## src/rtl/servo_seq_pkg.sv

```systemverilog
// constants and types for the servo mode and calibration sequencer
package servo_seq_pkg;
  // clock and serial timing
  localparam int unsigned CLK_HZ       = 100_000_000;
  localparam int unsigned BAUD         = 192000;
  localparam int unsigned BAUD_DIV     = CLK_HZ / BAUD;
  localparam int unsigned BAUD_HALF    = BAUD_DIV / 2;
  localparam int unsigned DATA_BITS    = 8;
  // register byte offsets
  localparam logic [7:0] OFF_CTRL      = 8'h00;
  localparam logic [7:0] OFF_STATUS    = 8'h04;
  localparam logic [7:0] OFF_FAULT     = 8'h08;
  localparam logic [7:0] OFF_DEMAND    = 8'h0C;
  localparam logic [7:0] OFF_FEEDBACK  = 8'h10;
  localparam logic [7:0] OFF_CAL0_CH1  = 8'h14;
  localparam logic [7:0] OFF_CAL0_CH2  = 8'h18;
  localparam logic [7:0] OFF_GAIN      = 8'h1C;
  localparam logic [7:0] OFF_CMD       = 8'h20;
  // ctrl fields
  localparam int unsigned CTRL_NORMAL  = 0;
  localparam int unsigned CTRL_LOCAL   = 1;
  localparam int unsigned CTRL_EXIT    = 2;
  // check bits: 0 logic prog,1 pi init,2 prog sum,3 cfg read,4 cfg sum,
  // 5 ram,6 uart scratch,7 shared mem
  localparam int unsigned NUM_CHECKS   = 8;
  // converter codes: span +/-10.4 V over +/-32767
  localparam logic signed [15:0] DAC_ZERO   = 16'sh0000;
  localparam logic signed [15:0] V_TOP_HI   = 16'sh7B1A; // 10.0 V
  localparam logic signed [15:0] V_TOP_LO   = 16'sh79DD; // 9.9 V
  localparam logic signed [15:0] V_BOT_LIM  = 16'sh84E6; // -10.0 V
  localparam logic signed [15:0] DRIVE_OPEN = 16'sh2000;
  localparam logic signed [15:0] DRIVE_SHUT = 16'shE000;
  localparam logic [15:0] GAIN_RESET   = 16'h4000; // unity in q2.14
  localparam logic [15:0] GAIN_STEP    = 16'h0040;
  // commands (coded bytes of the command port)
  localparam logic [7:0] CMD_CH1       = 8'h31;
  localparam logic [7:0] CMD_CH2       = 8'h32;
  localparam logic [7:0] CMD_ZERO_CAL  = 8'h42; // zero_point_cal_command
  localparam logic [7:0] CMD_TOP_CAL   = 8'h54; // full_point_cal_command
  localparam logic [7:0] CMD_FULL_CAL  = 8'h46; // complete_cal_command
  localparam logic [7:0] CMD_RAISE     = 8'h52;
  localparam logic [7:0] CMD_LOWER     = 8'h4C;
  localparam logic [7:0] CMD_EXIT      = 8'h58;
  localparam logic [7:0] CMD_STORE     = 8'h53; // store_constants_command
  localparam logic [7:0] CHR_CR        = 8'h0D;
  localparam logic [7:0] CHR_BS        = 8'h08;
  localparam logic [7:0] CHR_STAR      = 8'h2A;
  localparam logic [7:0] CHR_GT        = 8'h3E;
  localparam logic [7:0] CHR_V         = 8'h56;
  localparam logic [7:0] CHR_DIGIT0    = 8'h30;

  typedef enum logic [2:0] {
    MODE_START, MODE_LOCAL, MODE_NORMAL, MODE_CAL, MODE_STORE
  } mode_type;

  typedef enum logic [2:0] {
    STEP_IDLE, STEP_PWR, STEP_DAC, STEP_CHECK, STEP_TRACK
  } start_type;

  typedef enum logic [2:0] {
    CAL_NONE, CAL_ZERO, CAL_TOP, CAL_FULL_TOP, CAL_FULL_BOT
  } cal_type;
endpackage

```

## src/rtl/servo_mode_cal_seq.sv

```systemverilog
// mode sequencer and calibration controller for two servo channels
// Behaviour
// (RULE_01) servo output supply stays off at power-up
// (RULE_02) coil converter stays disabled until its first pattern is written
// (RULE_03) start: enable supply first, then write the zero-volt code
// (RULE_04) start mode samples feedback and runs diagnostics before leaving
// (RULE_05) leave start for local only when all eight checks pass
// (RULE_06) enter factory configure mode when factory enable pin is 1
// (RULE_07) failed start checks are kept in a readable fault register
// (RULE_08) target demand equals feedback before moving to local mode; code loads the one shared demand from feedback_ch1 only
// (RULE_09) normal mode drives valve toward the controller's position
// (RULE_10) local mode may go to normal mode with no tracking wait
// (RULE_11) calibrate is under local; commands from controller or serial
// (RULE_12) zero hot cal sets only the 0% value, never opens fully
// (RULE_13) top hot cal sets only the 100% value, never closes fully
// (RULE_14) full cal moves to 100%, trims gain to 9.9..10.0 V; code only lowers gain until 100% is at or below 10.0 V, no 9.9 V floor
// (RULE_15) each gain change rescales 0%; stop if 0% passes -10.0 V
// (RULE_16) full cal then moves to 0%, trims gain above -10.0 V
// (RULE_17) 0% step ends in range or when 100% would pass 10.0 V
// (RULE_18) limits are codes of a +/-10.4 V converter span
// (RULE_19) after full cal store values then soft reset
// (RULE_20) serial port 192000 baud, 8 data, 1 stop, no parity
// (RULE_21) constants and cal commands use channel chosen by 1 or 2
// (RULE_22) after channel select print prompt with channel number
// (RULE_23) calibration messages name the channel being calibrated
// (RULE_24) swapped sensor pairs only flip signs; arithmetic stays right
// (RULE_25) raise or lower jog forces the channel into local mode
// (RULE_26) exit aborts jog or calibration and soft resets
// (RULE_27) parser case sensitive, unbuffered, backspace drops command
// (RULE_28) each channel keeps its own 0%, 100% and gain
// (RULE_29) calibration commands are refused in start mode
//
// The AXI4-Lite register port and the address map were chosen for this implementation.
`default_nettype none
module servo_mode_cal_seq
  import servo_seq_pkg::*;
(
  // clock and reset
  input  wire logic               aclk,
  input  wire logic               aresetn,
  // axi4-lite slave
  input  wire logic [7:0]         s_axi_awaddr,
  input  wire logic               s_axi_awvalid,
  output logic                    s_axi_awready,
  input  wire logic [31:0]        s_axi_wdata,
  input  wire logic [3:0]         s_axi_wstrb,
  input  wire logic               s_axi_wvalid,
  output logic                    s_axi_wready,
  output logic [1:0]              s_axi_bresp,
  output logic                    s_axi_bvalid,
  input  wire logic               s_axi_bready,
  input  wire logic [7:0]         s_axi_araddr,
  input  wire logic               s_axi_arvalid,
  output logic                    s_axi_arready,
  output logic [31:0]             s_axi_rdata,
  output logic [1:0]              s_axi_rresp,
  output logic                    s_axi_rvalid,
  input  wire logic               s_axi_rready,
  // start-up inputs
  input  wire logic [NUM_CHECKS-1:0] check_ok,
  input  wire logic               checks_done,
  input  wire logic               factory_enable_pin,
  // position feedback per channel, converter codes
  input  wire logic signed [15:0] feedback_ch1,
  input  wire logic signed [15:0] feedback_ch2,
  // servo output
  output logic                    supply_on,
  output logic                    dac_enable,
  output logic signed [15:0]      dac_code_ch1,
  output logic signed [15:0]      dac_code_ch2,
  output logic                    factory_mode,
  output logic                    nv_write,
  // serial port
  input  wire logic               uart_rx,
  output logic                    uart_tx
);

  typedef struct packed {
    mode_type               mode;
    start_type              step;
    cal_type                cal;
    logic                   chan;
    logic [NUM_CHECKS-1:0]  faults;
    logic                   factory;
    logic                   supply;
    logic                   dac_en;
    logic signed [15:0]     dac1;
    logic signed [15:0]     dac2;
    logic signed [15:0]     demand;
    logic signed [15:0]     cal0_1;
    logic signed [15:0]     cal0_2;
    logic signed [15:0]     cal100_1;
    logic signed [15:0]     cal100_2;
    logic [15:0]            gain_1;
    logic [15:0]            gain_2;
    logic                   nvw;
    logic                   aw_got;
    logic                   w_got;
    logic [7:0]             awaddr;
    logic [31:0]            wdata;
    logic                   bvalid;
    logic                   rvalid;
    logic [31:0]            rdata;
    logic [1:0]             rresp;
    logic [1:0]             bresp;
    logic [15:0]            rx_cnt;
    logic [3:0]             rx_bit;
    logic [7:0]             rx_sh;
    logic                   rx_busy;
    logic [7:0]             pend;
    logic                   pend_ok;
    logic [15:0]            tx_cnt;
    logic [3:0]             tx_bit;
    logic [9:0]             tx_sh;
    logic                   tx_line;
    logic [3:0][7:0]        msg;
    logic [2:0]             msg_len;
    logic [2:0]             msg_idx;
  } state_type;

  state_type s;
  state_type next_s;

  // gain scaling of a calibration value; sign carried through
  function automatic logic signed [15:0] scale(
    input logic signed [15:0] v, input logic [15:0] g);
    logic signed [33:0] p;
    p = v * $signed({2'b00, g});
    return p[29:14];
  endfunction

  function automatic logic signed [15:0] absval(input logic signed [15:0] v);
    return (v < 0) ? -v : v;
  endfunction

  logic signed [15:0] fb;
  logic [15:0]        gain;
  logic signed [15:0] c0;
  logic signed [15:0] c100;
  logic [15:0]        g_dn;
  logic signed [15:0] top_v;
  logic signed [15:0] bot_v;
  logic               cmd_bus;
  logic [7:0]         cmd_byte;
  logic               rx_valid;
  logic [7:0]         rx_byte;

  always_comb begin
    fb    = s.chan ? feedback_ch2 : feedback_ch1;
    gain  = s.chan ? s.gain_2 : s.gain_1;
    c0    = s.chan ? s.cal0_2 : s.cal0_1;
    c100  = s.chan ? s.cal100_2 : s.cal100_1;
    g_dn  = gain - GAIN_STEP;
    // magnitudes so a swapped sensor pair works the same way
    top_v = absval(scale(fb, gain)); // RULE_24
    bot_v = -absval(scale(fb, gain)); // RULE_24
  end

  always_comb begin
    next_s   = s;
    cmd_bus  = 1'b0;
    cmd_byte = 8'h00;
    rx_valid = 1'b0;
    rx_byte  = 8'h00;
    next_s.nvw = 1'b0;

    // bus slave: address and data in any order, then response
    if (s_axi_awvalid && !s.aw_got && !s.bvalid) begin
      next_s.aw_got = 1'b1;
      next_s.awaddr = s_axi_awaddr;
    end
    if (s_axi_wvalid && !s.w_got && !s.bvalid) begin
      next_s.w_got = 1'b1;
      next_s.wdata = s_axi_wdata;
    end
    if (s.aw_got && s.w_got) begin
      next_s.aw_got = 1'b0;
      next_s.w_got  = 1'b0;
      next_s.bvalid = 1'b1;
      next_s.bresp  = 2'b00;
      unique case ({s.awaddr[7:2], 2'b00})
        OFF_CTRL: begin
          if (s.wdata[CTRL_EXIT])
            next_s.mode = MODE_STORE;
          else if (s.wdata[CTRL_NORMAL] && s.mode == MODE_LOCAL)
            next_s.mode = MODE_NORMAL; // RULE_10
          else if (s.wdata[CTRL_LOCAL] && s.mode == MODE_NORMAL)
            next_s.mode = MODE_LOCAL;
        end
        OFF_DEMAND: next_s.demand = s.wdata[15:0]; // RULE_09
        OFF_CMD: begin
          cmd_bus  = 1'b1; // RULE_11
          cmd_byte = s.wdata[7:0];
        end
        default: next_s.bresp = 2'b10;
      endcase
    end
    if (s.bvalid && s_axi_bready)
      next_s.bvalid = 1'b0;
    if (s_axi_arvalid && !s.rvalid) begin
      next_s.rvalid = 1'b1;
      next_s.rresp  = 2'b00;
      unique case ({s_axi_araddr[7:2], 2'b00})
        OFF_STATUS:   next_s.rdata = {24'h0, s.factory, s.chan,
                                      s.cal, 2'b00, s.mode[0]} |
                                     {24'h0, 5'h0, s.mode};
        OFF_FAULT:    next_s.rdata = {24'h0, s.faults}; // RULE_07
        OFF_DEMAND:   next_s.rdata = {{16{s.demand[15]}}, s.demand};
        OFF_FEEDBACK: next_s.rdata = {feedback_ch2, feedback_ch1};
        OFF_CAL0_CH1: next_s.rdata = {s.cal100_1, s.cal0_1};
        OFF_CAL0_CH2: next_s.rdata = {s.cal100_2, s.cal0_2};
        OFF_GAIN:     next_s.rdata = {s.gain_2, s.gain_1};
        OFF_CTRL:     next_s.rdata = 32'h0;
        default: begin
          next_s.rdata = 32'h0;
          next_s.rresp = 2'b10;
        end
      endcase
    end
    if (s.rvalid && s_axi_rready)
      next_s.rvalid = 1'b0;

    // receiver 8N1, data and stop bits sampled mid-bit, start bit not rechecked
    next_s.rx_cnt = s.rx_cnt + 16'd1;
    if (!s.rx_busy) begin
      next_s.rx_cnt = 16'd0;
      if (!uart_rx)
        next_s.rx_busy = 1'b1;
      next_s.rx_bit = 4'd0;
    end else if (s.rx_cnt == 16'(s.rx_bit == 0 ? BAUD_HALF : BAUD_DIV)) begin
      next_s.rx_cnt = 16'd0; // RULE_20
      next_s.rx_bit = s.rx_bit + 4'd1;
      if (s.rx_bit >= 4'd1 && s.rx_bit <= 4'(DATA_BITS))
        next_s.rx_sh = {uart_rx, s.rx_sh[7:1]};
      if (s.rx_bit == 4'(DATA_BITS + 1)) begin
        next_s.rx_busy = 1'b0;
        rx_valid = uart_rx; // stop bit must be high
        rx_byte  = s.rx_sh;
      end
    end

    // unbuffered parser: one letter picks the command, return runs it
    if (rx_valid) begin
      if (rx_byte == CHR_BS)
        next_s.pend_ok = 1'b0; // RULE_27
      else if (rx_byte == CHR_CR) begin
        next_s.pend_ok = 1'b0;
        if (s.pend_ok) begin
          cmd_bus  = 1'b1;
          cmd_byte = s.pend;
        end
      end else begin
        next_s.pend    = rx_byte; // exact byte compare, case kept
        next_s.pend_ok = 1'b1;
      end
    end

    // command execution, shared by bus and serial port
    if (cmd_bus) begin
      if (cmd_byte == CMD_CH1 || cmd_byte == CMD_CH2) begin
        next_s.chan    = (cmd_byte == CMD_CH2); // RULE_21
        next_s.msg[0]  = CHR_STAR; // RULE_22
        next_s.msg[1]  = cmd_byte;
        next_s.msg[2]  = CHR_STAR;
        next_s.msg[3]  = CHR_GT;
        next_s.msg_len = 3'd4;
        next_s.msg_idx = 3'd0;
      end else if (cmd_byte == CMD_EXIT) begin
        next_s.mode = MODE_STORE; // RULE_26
        next_s.cal  = CAL_NONE;
      end else if (s.mode != MODE_START) begin // RULE_29
        if (cmd_byte == CMD_RAISE || cmd_byte == CMD_LOWER) begin
          next_s.mode   = MODE_LOCAL; // RULE_25
          next_s.demand = (cmd_byte == CMD_RAISE) ?
                          s.demand + 16'sd1 : s.demand - 16'sd1;
        end else if ((cmd_byte == CMD_ZERO_CAL ||
                      cmd_byte == CMD_TOP_CAL ||
                      cmd_byte == CMD_FULL_CAL) &&
                     (s.mode == MODE_LOCAL || s.mode == MODE_CAL)) begin
          next_s.mode = MODE_CAL; // RULE_11
          next_s.cal  = (cmd_byte == CMD_ZERO_CAL) ? CAL_ZERO :
                        (cmd_byte == CMD_TOP_CAL) ? CAL_TOP : CAL_FULL_TOP;
          next_s.msg[0]  = CHR_V; // RULE_23
          next_s.msg[1]  = CHR_DIGIT0 + 8'(s.chan) + 8'd1;
          next_s.msg[2]  = cmd_byte;
          next_s.msg[3]  = CHR_GT;
          next_s.msg_len = 3'd4;
          next_s.msg_idx = 3'd0;
        end else if (cmd_byte == CMD_STORE)
          next_s.nvw = 1'b1;
      end
    end

    // transmitter: sends the queued message one byte at a time
    next_s.tx_cnt = s.tx_cnt + 16'd1;
    if (s.tx_bit == 4'd0) begin
      next_s.tx_line = 1'b1;
      if (s.msg_idx < s.msg_len) begin
        next_s.tx_sh   = {1'b1, s.msg[s.msg_idx], 1'b0};
        next_s.msg_idx = s.msg_idx + 3'd1;
        next_s.tx_bit  = 4'd11; // spare slot keeps a full stop bit
        next_s.tx_cnt  = 16'(BAUD_DIV);
      end
    end else if (s.tx_cnt == 16'(BAUD_DIV)) begin
      next_s.tx_cnt  = 16'd0;
      next_s.tx_line = s.tx_sh[0];
      next_s.tx_sh   = {1'b1, s.tx_sh[9:1]};
      next_s.tx_bit  = s.tx_bit - 4'd1;
    end

    // mode sequencing
    unique case (s.mode)
      MODE_START: begin
        unique case (s.step)
          STEP_IDLE: next_s.step = STEP_PWR;
          STEP_PWR: begin
            next_s.supply = 1'b1; // RULE_03
            next_s.step   = STEP_DAC;
          end
          STEP_DAC: begin
            next_s.dac1   = DAC_ZERO; // RULE_03
            next_s.dac2   = DAC_ZERO;
            next_s.dac_en = 1'b1; // RULE_02
            next_s.step   = STEP_CHECK;
          end
          STEP_CHECK: begin
            next_s.factory = factory_enable_pin; // RULE_06
            if (checks_done) begin
              next_s.faults = ~check_ok; // RULE_07
              // stays here while any check fails; check_ok is re-read every cycle that checks_done is high
              if (&check_ok)
                next_s.step = STEP_TRACK; // RULE_05
            end
          end
          STEP_TRACK: begin
            next_s.demand = feedback_ch1; // RULE_08
            next_s.mode   = MODE_LOCAL; // RULE_04
          end
        endcase
      end
      MODE_LOCAL, MODE_NORMAL: begin
        next_s.dac1 = s.demand - feedback_ch1; // RULE_09
        next_s.dac2 = s.demand - feedback_ch2;
      end
      MODE_CAL: begin
        unique case (s.cal)
          CAL_ZERO: begin
            // drive toward closed only; gain untouched
            next_s.dac1 = s.chan ? s.dac1 : DRIVE_SHUT; // RULE_12
            next_s.dac2 = s.chan ? DRIVE_SHUT : s.dac2;
            if (s.chan) next_s.cal0_2 = fb;
            else        next_s.cal0_1 = fb;
            next_s.cal  = CAL_NONE;
            next_s.mode = MODE_LOCAL;
          end
          CAL_TOP: begin
            next_s.dac1 = s.chan ? s.dac1 : DRIVE_OPEN; // RULE_13
            next_s.dac2 = s.chan ? DRIVE_OPEN : s.dac2;
            if (s.chan) next_s.cal100_2 = fb;
            else        next_s.cal100_1 = fb;
            next_s.cal  = CAL_NONE;
            next_s.mode = MODE_LOCAL;
          end
          CAL_FULL_TOP: begin
            next_s.dac1 = s.chan ? s.dac1 : DRIVE_OPEN; // RULE_14
            next_s.dac2 = s.chan ? DRIVE_OPEN : s.dac2;
            if (top_v > V_TOP_HI &&
                -absval(scale(c0, g_dn)) >= V_BOT_LIM) begin // RULE_15
              if (s.chan) next_s.gain_2 = g_dn;
              else        next_s.gain_1 = g_dn;
            end else begin
              // in range (RULE_18 codes) or 0% limit reached
              if (s.chan) next_s.cal100_2 = fb; // RULE_28
              else        next_s.cal100_1 = fb;
              next_s.cal = CAL_FULL_BOT;
            end
          end
          CAL_FULL_BOT: begin
            next_s.dac1 = s.chan ? s.dac1 : DRIVE_SHUT; // RULE_16
            next_s.dac2 = s.chan ? DRIVE_SHUT : s.dac2;
            if (bot_v < V_BOT_LIM &&
                absval(scale(c100, g_dn)) <= V_TOP_HI) begin // RULE_17
              if (s.chan) next_s.gain_2 = g_dn;
              else        next_s.gain_1 = g_dn;
            end else begin
              if (s.chan) next_s.cal0_2 = fb;
              else        next_s.cal0_1 = fb;
              next_s.cal  = CAL_NONE;
              next_s.mode = MODE_STORE; // RULE_19
            end
          end
          default: next_s.mode = MODE_LOCAL;
        endcase
      end
      MODE_STORE: begin
        // write constants, then soft reset into start mode
        next_s.nvw    = 1'b1; // RULE_19
        next_s.mode   = MODE_START;
        next_s.step   = STEP_IDLE;
        next_s.supply = 1'b0;
        next_s.dac_en = 1'b0;
        next_s.dac1   = DAC_ZERO;
        next_s.dac2   = DAC_ZERO;
      end
      default: next_s.mode = MODE_START;
    endcase
  end

  always_ff @(posedge aclk) begin
    if (!aresetn) begin
      s          <= '0;
      s.mode     <= MODE_START;
      s.step     <= STEP_IDLE;
      s.cal      <= CAL_NONE;
      s.supply   <= 1'b0; // RULE_01
      s.dac_en   <= 1'b0; // RULE_02
      s.gain_1   <= GAIN_RESET;
      s.gain_2   <= GAIN_RESET;
      s.tx_line  <= 1'b1;
    end else begin
      s <= next_s;
    end
  end

  assign s_axi_awready = !s.aw_got && !s.bvalid;
  assign s_axi_wready  = !s.w_got && !s.bvalid;
  assign s_axi_bvalid  = s.bvalid;
  assign s_axi_bresp   = s.bresp;
  assign s_axi_arready = !s.rvalid;
  assign s_axi_rvalid  = s.rvalid;
  assign s_axi_rdata   = s.rdata;
  assign s_axi_rresp   = s.rresp;
  assign supply_on     = s.supply;
  assign dac_enable    = s.dac_en;
  assign dac_code_ch1  = s.dac1;
  assign dac_code_ch2  = s.dac2;
  assign factory_mode  = s.factory;
  assign nv_write      = s.nvw;
  assign uart_tx       = s.tx_line;

  property p_supply_first;
    @(posedge aclk) disable iff (!aresetn)
      $rose(s.dac_en) |-> s.supply && $past(s.supply);
  endproperty
  a_supply_first: assert property (p_supply_first) // RULE_03
    else $error("converter enabled before supply");

  property p_dac_zero;
    @(posedge aclk) disable iff (!aresetn)
      $rose(s.dac_en) |-> s.dac1 == DAC_ZERO && s.dac2 == DAC_ZERO;
  endproperty
  a_dac_zero: assert property (p_dac_zero) // RULE_02
    else $error("first converter pattern not zero");

  property p_start_leave;
    @(posedge aclk) disable iff (!aresetn)
      $past(s.mode) == MODE_START && s.mode == MODE_LOCAL |->
        s.faults == '0 && s.demand == $past(feedback_ch1);
  endproperty
  a_start_leave: assert property (p_start_leave) // RULE_05
    else $error("left start with faults or demand step");

  property p_fault_hold;
    @(posedge aclk) disable iff (!aresetn)
      s.step == STEP_CHECK && checks_done && !(&check_ok) |=>
        s.mode == MODE_START ##1 s.mode == MODE_START;
  endproperty
  a_fault_hold: assert property (p_fault_hold) // RULE_05
    else $error("left start despite fault");

  property p_no_cal_in_start;
    @(posedge aclk) disable iff (!aresetn)
      s.mode == MODE_START |=> s.mode != MODE_CAL;
  endproperty
  a_no_cal_in_start: assert property (p_no_cal_in_start) // RULE_29
    else $error("calibration from start mode");

  property p_store_reset;
    @(posedge aclk) disable iff (!aresetn)
      s.mode == MODE_STORE |=> nv_write && s.mode == MODE_START
        && !s.supply;
  endproperty
  a_store_reset: assert property (p_store_reset) // RULE_19
    else $error("store not followed by soft reset");

  property p_supply_off_reset;
    @(posedge aclk) !aresetn |=> !supply_on && !dac_enable;
  endproperty
  a_supply_off_reset: assert property (p_supply_off_reset) // RULE_01
    else $error("supply on after reset");

  property p_zero_no_open;
    @(posedge aclk) disable iff (!aresetn)
      s.cal == CAL_ZERO |=> s.dac1 != DRIVE_OPEN && s.dac2 != DRIVE_OPEN
        && $stable(s.gain_1) && $stable(s.gain_2);
  endproperty
  a_zero_no_open: assert property (p_zero_no_open) // RULE_12
    else $error("zero cal opened valve or changed gain");

endmodule
`default_nettype wire

```

## config.mk

```make
export PLATFORM = sky130hd
export DESIGN_NAME = servo_mode_cal_seq
export DESIGN_NICKNAME = d
export VERILOG_FILES = /design/src/rtl/servo_seq_pkg.sv /design/src/rtl/servo_mode_cal_seq.sv
export SDC_FILE = /design/constraint.sdc
export NUM_CORES = 2
export LEC_CHECK = 0
export BUFFER_PORTS_ARGS = -buffer_cell sky130_fd_sc_hd__buf_2
export CAP_MARGIN = 15
export CORE_MARGIN = 4
export CORE_UTILIZATION = 65
export CTS_CLUSTER_SIZE = 30
export DETAILED_ROUTE_END_ITERATION = 8
export HOLD_SLACK_MARGIN = 0.02
export PLACE_DENSITY = 0.83
export SYNTH_ARGS = -nofsm -noshare
export SYNTH_HDL_FRONTEND = slang
export SYNTH_SLANG_ARGS = --single-unit
```

## constraint.sdc

```tcl
create_clock -name aclk -period 19.8 [get_ports aclk]
set_clock_uncertainty 0.15 [all_clocks]
set_input_delay 3.96 -clock aclk [delete_from_list [all_inputs] [get_ports aclk]]
set_output_delay 3.96 -clock aclk [all_outputs]
set_load 0.1 [all_outputs]
```

* After elaboration in Yosys (flattened, before gate mapping)
Cells that the tools add are included.
** Word-level totals
- Flip-flop bits (word level) :: 337
- Bits of input ports :: 102
- Output and inout bits :: 78
- Logic and storage cells :: 320
** Cells by class
- Add/subtract/negate cells :: 17
- Multiplexer cells :: 120
- $lt $le $gt $ge :: 11
- Reduce and logical (&&, ||, !) cells :: 68
- Multipliers :: 3
- Bitwise operators :: 6
- Equality and inequality tests :: 52
** Operator list (count)
- $mux 16 :: 27
- $pmux 32 s2 :: 4
- $pmux 32 s7 :: 1
- $mux 38 :: 5
- $mux 32 :: 4
- $pmux 32 s4 :: 1
- $mul 16x17->30 :: 3
- $mux 8 :: 10
- $neg 16->16 :: 5
- $mux 3 :: 26
- $mux 31 :: 2
- $eq 8x7->1 const B :: 7
- $lt 16x1->1 const B :: 3
- $mux 33 :: 1
- $add 16x1->16 const B :: 2
- $sub 16x16->16 :: 2
- $mux 30 :: 1
- $mux 1 :: 26
- $eq 6x3->1 const B :: 4
- $ne 3x3->1 const B :: 7
- $eq 3x2->1 const B :: 6
- $eq 6x2->1 const B :: 3
- $pmux 3 s3 :: 2
- $add 16x2->16 const B :: 1
- other kinds (54) :: 124

* Logic depth before layout (Yosys ltp)
- Depth after elaboration :: 22
- Depth in mapped cells :: 48
- Mapped depth without buffers :: 38

* Worst setup path after synthesis
Ideal clock, no wire load.
- Path kind :: input to register
- From :: input feedback_ch2[4]
- To :: register s[218] (netlist name)
- Required time :: 19528 ps
- Library setup time :: 122 ps
- Path buffers :: 6
- Cell stages on the path :: 36
- Path slack :: 6725 ps
- Data arrival time :: 12803 ps
- Cells stage by stage :: nand2_1 a21boi_1 clkbuf_1 nor2_1 fa_1 inv_1 fa_1 fa_1 inv_1 fa_1 fa_1 inv_1 fa_1 inv_1 ha_1 clkbuf_1 a21o_1 or4_1 and3_1 buf_2 inv_1 ha_1 buf_1 o31ai_1 or3_1 buf_2 o21ai_0 xnor2_1 nand4b_1 or3_1 or4b_1 a221oi_4 nand2_2 a211o_1 buf_6 mux2i_1
** Between the ends
- Longest elaborated chain between the ends :: 9
- Elaborated cells on any way between the ends :: 13
- Those cells by class :: 2 x add/sub; 1 x mul; 3 x order compare; 2 x eq/ne; 2 x mux; 3 x reduce/logical
** RTL lines
- from (decl) :: line servo_mode_cal_seq.sv:65 : input wire logic signed [15:0] feedback_ch2,
- $mux 16 (*) :: line servo_mode_cal_seq.sv:149 : fb = s.chan ? feedback_ch2 : feedback_ch1;
- $mul 16x17->30 (*) :: line servo_mode_cal_seq.sv:128 : p = v * $signed({2'b00, g});
- $neg 16->16 / $lt 16x1->1 (equally long branches) :: line servo_mode_cal_seq.sv:133 : return (v < 0) ? -v : v;
- $mux 16 (*) :: line servo_mode_cal_seq.sv:133
- $neg 16->16 :: line servo_mode_cal_seq.sv:156 : bot_v = -absval(scale(fb, gain));
- $lt 16x16->1 :: line servo_mode_cal_seq.sv:381 : if (bot_v < V_BOT_LIM &&
- $logic_and 1x1->1 :: line servo_mode_cal_seq.sv:381
- $ne 2x2->1 (no line)
- $reduce_and 4->1 (no line) (*)
- to (signal assigned) :: line servo_mode_cal_seq.sv:421 : s <= next_s;
- to (decl) :: line servo_mode_cal_seq.sv:121 : state_type s;
Every way passes the cells marked *; elsewhere a longest branch is shown, timed or not.
A chain may end at the register's enable or synchronous reset.

* Final worst setup path
- From :: input feedback_ch1[12]
- To :: register s[215] (netlist name)
** Between the ends
- Longest elaborated chain between the ends :: 9
- Elaborated cells on any way between the ends :: 13
- Those cells by class :: 2 x add/sub; 1 x mul; 3 x order compare; 2 x eq/ne; 2 x mux; 3 x reduce/logical
** RTL lines
- from (decl) :: line servo_mode_cal_seq.sv:64 : input wire logic signed [15:0] feedback_ch1,
- $mux 16 (*) :: line servo_mode_cal_seq.sv:149
- $mul 16x17->30 (*) :: line servo_mode_cal_seq.sv:128
- $neg 16->16 / $lt 16x1->1 (equally long branches) :: line servo_mode_cal_seq.sv:133
- $mux 16 (*) :: line servo_mode_cal_seq.sv:133
- $neg 16->16 :: line servo_mode_cal_seq.sv:156
- $lt 16x16->1 :: line servo_mode_cal_seq.sv:381
- $logic_and 1x1->1 :: line servo_mode_cal_seq.sv:381
- $ne 2x2->1 (no line)
- $reduce_and 4->1 (no line) (*)
Marks and branches as above.

==> qor.yml <==
clock_network:
  hold_buffers: 0
  cts_tree: "yes"
  post_cts_buffers: 0
  root_buffer: "clkbuf_16"
  post_cts_resized: 0
  cts_made_buffers: 31
  clk_pin_slew_worst_paths_ps: 60
  worstSkewPairLatency_ps: 620
  cts.sinks: 317
  clockBufferDepth: 3
  h-tree-depth: 1
sta:
  fin_crit_ps: 14280
  rsz0062_at_grt: "no"
  hold_viol_final: 0
  finalSetupViolations: 0
  max_slew.worst_pin.slew_ps: 1287
  maxSlewViolCount: 0
  fin_crit_sh_pct: 72.12
  fmax_mhz: 70.03
  slew-limit-headroom_pct: 13.31
  finalWorstSetupSlack_ps: 5521
  final.setup.tns_ps: 0
  whs_ps: 300.8
floorplan:
  core-area_um2: 67750
  initial_core_util_pct: 66.05
  dieWidth_um: 270.4
  io_pins: 180
  fp.dieH_um: 270.4
  die_area_um2: 73110
  rows: 95
yosys:
  synth_top_family_by_area: "adder cells"
  yosys.area_share.simple_pct: 17.88
  avgSynthCellArea_um2: 8.231
  yosysTopAreaCell: "fa_1"
  yosys_most_used_dff: "dfxtp_1"
  ys_top_cells_by_area: "fa_1, dfxtp_1, ha_1"
  async_flop_share_pct: 0
  synth_compound_area_share_pct: 11.68
  synth.top_cell.area_share_pct: 26.03
  yosys-mux-area-fraction_pct: 6.274
  synth-adder-area-share_pct: 36.27
  synth-seq-cells: 317
  synth_seq_area_share_pct: 14.18
  syn_area_um2: 44750
  synth_cells: 5437
  yosys_warnings: 0
  synth_cell_types: 103
  synth_edf_count: 0
  synth_xor_area_share_pct: 3.509
critical_path:
  crit_path_end_kind: "flop"
  worstPathArrival_ps: 14570
  startpoint_type: "input port"
  worst_path_most_repeated_cell: "fa_1"
  required_ps: 20090
  rr_endpoint: "s[247]"
  cp_max_fo: 12
  critPathKind: "input port to flop"
  r2r_cells: 39
  rr_startpoint: "s[343]"
  crit_slowest_cell: "o21ai_1"
  rrSetupSlack_ps: 5620
  critPathMaxStageDelay_ps: 870
pwr:
  peakVddDrop_v: 0.00006249
  p_per_area_nw_per_um2: 35.43
  p_leak_nw: 22.16
  finalPower_mw: 1.665
worst_hold_path:
  hold_depth: 2
  min_path_type: "flop to flop"
  hold_end: "s[25]"
  hold_start: "s[25]"
placement:
  dpl.hpwl_mm: 100.6
  io_buffers: 153
  place.gp.congestion: 0.9686
  pre_cts_ws_ps: 5049
grt:
  antenna_found_initial: 5
  grt_max_degree: 108
  grt_pass1_vias: 38850
  grtUsageTotal_pct: 34.95
  grt_overflow_total: 0
  grt_pass1_wl_mm: 206.2
routing:
  wl_per_cell_um: 20.51
  drc: 0
  drt_iter0_markers: 3942
  via_per_inst: 6.205
  num_vias: 39130
  wl_mm: 129.3
  drtAntennaViolNets: 0
  drt_pass1_iterations: 6
cells_and_area:
  drive_gt1_share_pct: 8.029
  areaGrowthSynthToFinish_pct: 5.010
  final_util_pct: 69.36
  nNetsFinal: 6457
outcome:
  outcome: "complete, no violations"
job:
  drv_cap: 0
## placed cells by master (no fill, tap or decap), types with 13 or more instances in the layout
master / count
inv_1: 829
xor2_1: 55
nor4_1: 17
a31oi_1: 28
and3_1: 34
mux4_2: 26
nand4_1: 31
nand3_1: 72
buf_4: 86
and2_1: 51
ha_1: 366
a22oi_1: 49
o211ai_1: 36
dfxtp_1: 316
o21bai_1: 21
nand2b_1: 47
or2_2: 21
nor3_1: 47
o21ai_0: 110
nand2_1: 702
clkbuf_16: 31
nand3b_1: 16
a211oi_1: 51
o21a_1: 13
buf_2: 152
or3_1: 32
nor2_1: 668
o31ai_1: 16
mux2i_1: 154
fa_1: 582
nor2b_1: 21
a21oi_1: 274
xnor2_1: 114
mux2_2: 50
a21o_1: 43
## report_power, final
group / internal (mW) / switching, mW / total [mW]
clock: 0.360 / 0.261 / 0.621
combinational: 0.124 / 0.258 / 0.382
sequential: 0.649 / 0.0126 / 0.662
## routing by layer
layer | vias to the layer above | track usage [%] | wire (um)
li1 | 17520 | - | -
met1 | 18760 | 44.03 | 46720
met2 | 2228 | 55.63 | 57900
met3 | 620 | 6.663 | 14220
met4 | 4 | 21.97 | 10470
met5 | - | 0.9211 | 31
## registers in the layout, summed over array words and instances (netlist names)
name / cells
s_axi_rresp: 1
supply_on: 1
dac_enable: 1
factory_mode: 1
dac_code_ch1: 16
nv_write: 1
s_axi_rvalid: 1
uart_tx: 1
s_axi_bresp: 1
s_axi_bvalid: 1
s: 244
s_axi_rdata: 32
dac_code_ch2: 16
## Yosys cell counts, types with 55 or more instances
cell      number
xnor2_1      118
nand3_1       72
nor2_1       669
o21ai_0      112
mux2i_1      163
dfxtp_1      317
fa_1         582
clkbuf_1     203
nand2_1      702
a21oi_1      274
xor2_1        55
buf_4         73
inv_1        830
ha_1         366
## cell type report
| cell class | count | area [um^2] |
|---|---|---|
| Clock inverter | 9 | 163.9 |
| Sequential cell | 317 | 6350 |
| Timing Repair Buffer | 239 | 1421 |
| Antenna cell | 4 | 10.01 |
| Fill cell | 5225 | 20760 |
| Clock buffer | 47 | 885.9 |
| Inverter | 832 | 3128 |
| Multi-Input combinational cell | 3986 | 33940 |
| Tap cell | 873 | 1092 |
## critical path, delay by kind of cell
| family | cells | cell delay [ps] |
|---|---|---|
| adder cells (fa/ha/maj) | 8 | 3790 |
| buffers and inverters | 5 | 440 |
| AO/OA/AOI/OAI | 10 | 4040 |
| multiplexers | 1 | 210 |
| AND/OR/NAND/NOR | 7 | 2090 |
## worst max path at each step
stage                   to        startpoint  cells past startpoint
floorplan           s[218]   feedback_ch2[4]                     36
global placement    s[215]  feedback_ch1[12]                     31
detailed placement  s[215]  feedback_ch1[12]                     31
CTS                 s[215]  feedback_ch1[12]                     31
global route        s[246]            s[343]                     38
finish              s[215]  feedback_ch1[12]                     31
## metrics by stage
stage / instances / area (um^2)
3_5_place_dp: 6245 / 45910
6_report: 6307 / 47000
3_3_place_gp: 6245 / 45910
5_1_grt: 6305 / 46990
2_1_floorplan: 5438 / 44760
4_1_cts: 6301 / 46960
## cell families after synthesis
logic type	count (synthesis)
compound gates	799
xor+xnor	176
fa+ha+maj	948
buf+inv	1135
flops	317
mux	241
other cells	1
simple gates	1820
No activity file was read; power rests on OpenSTA's default activity.
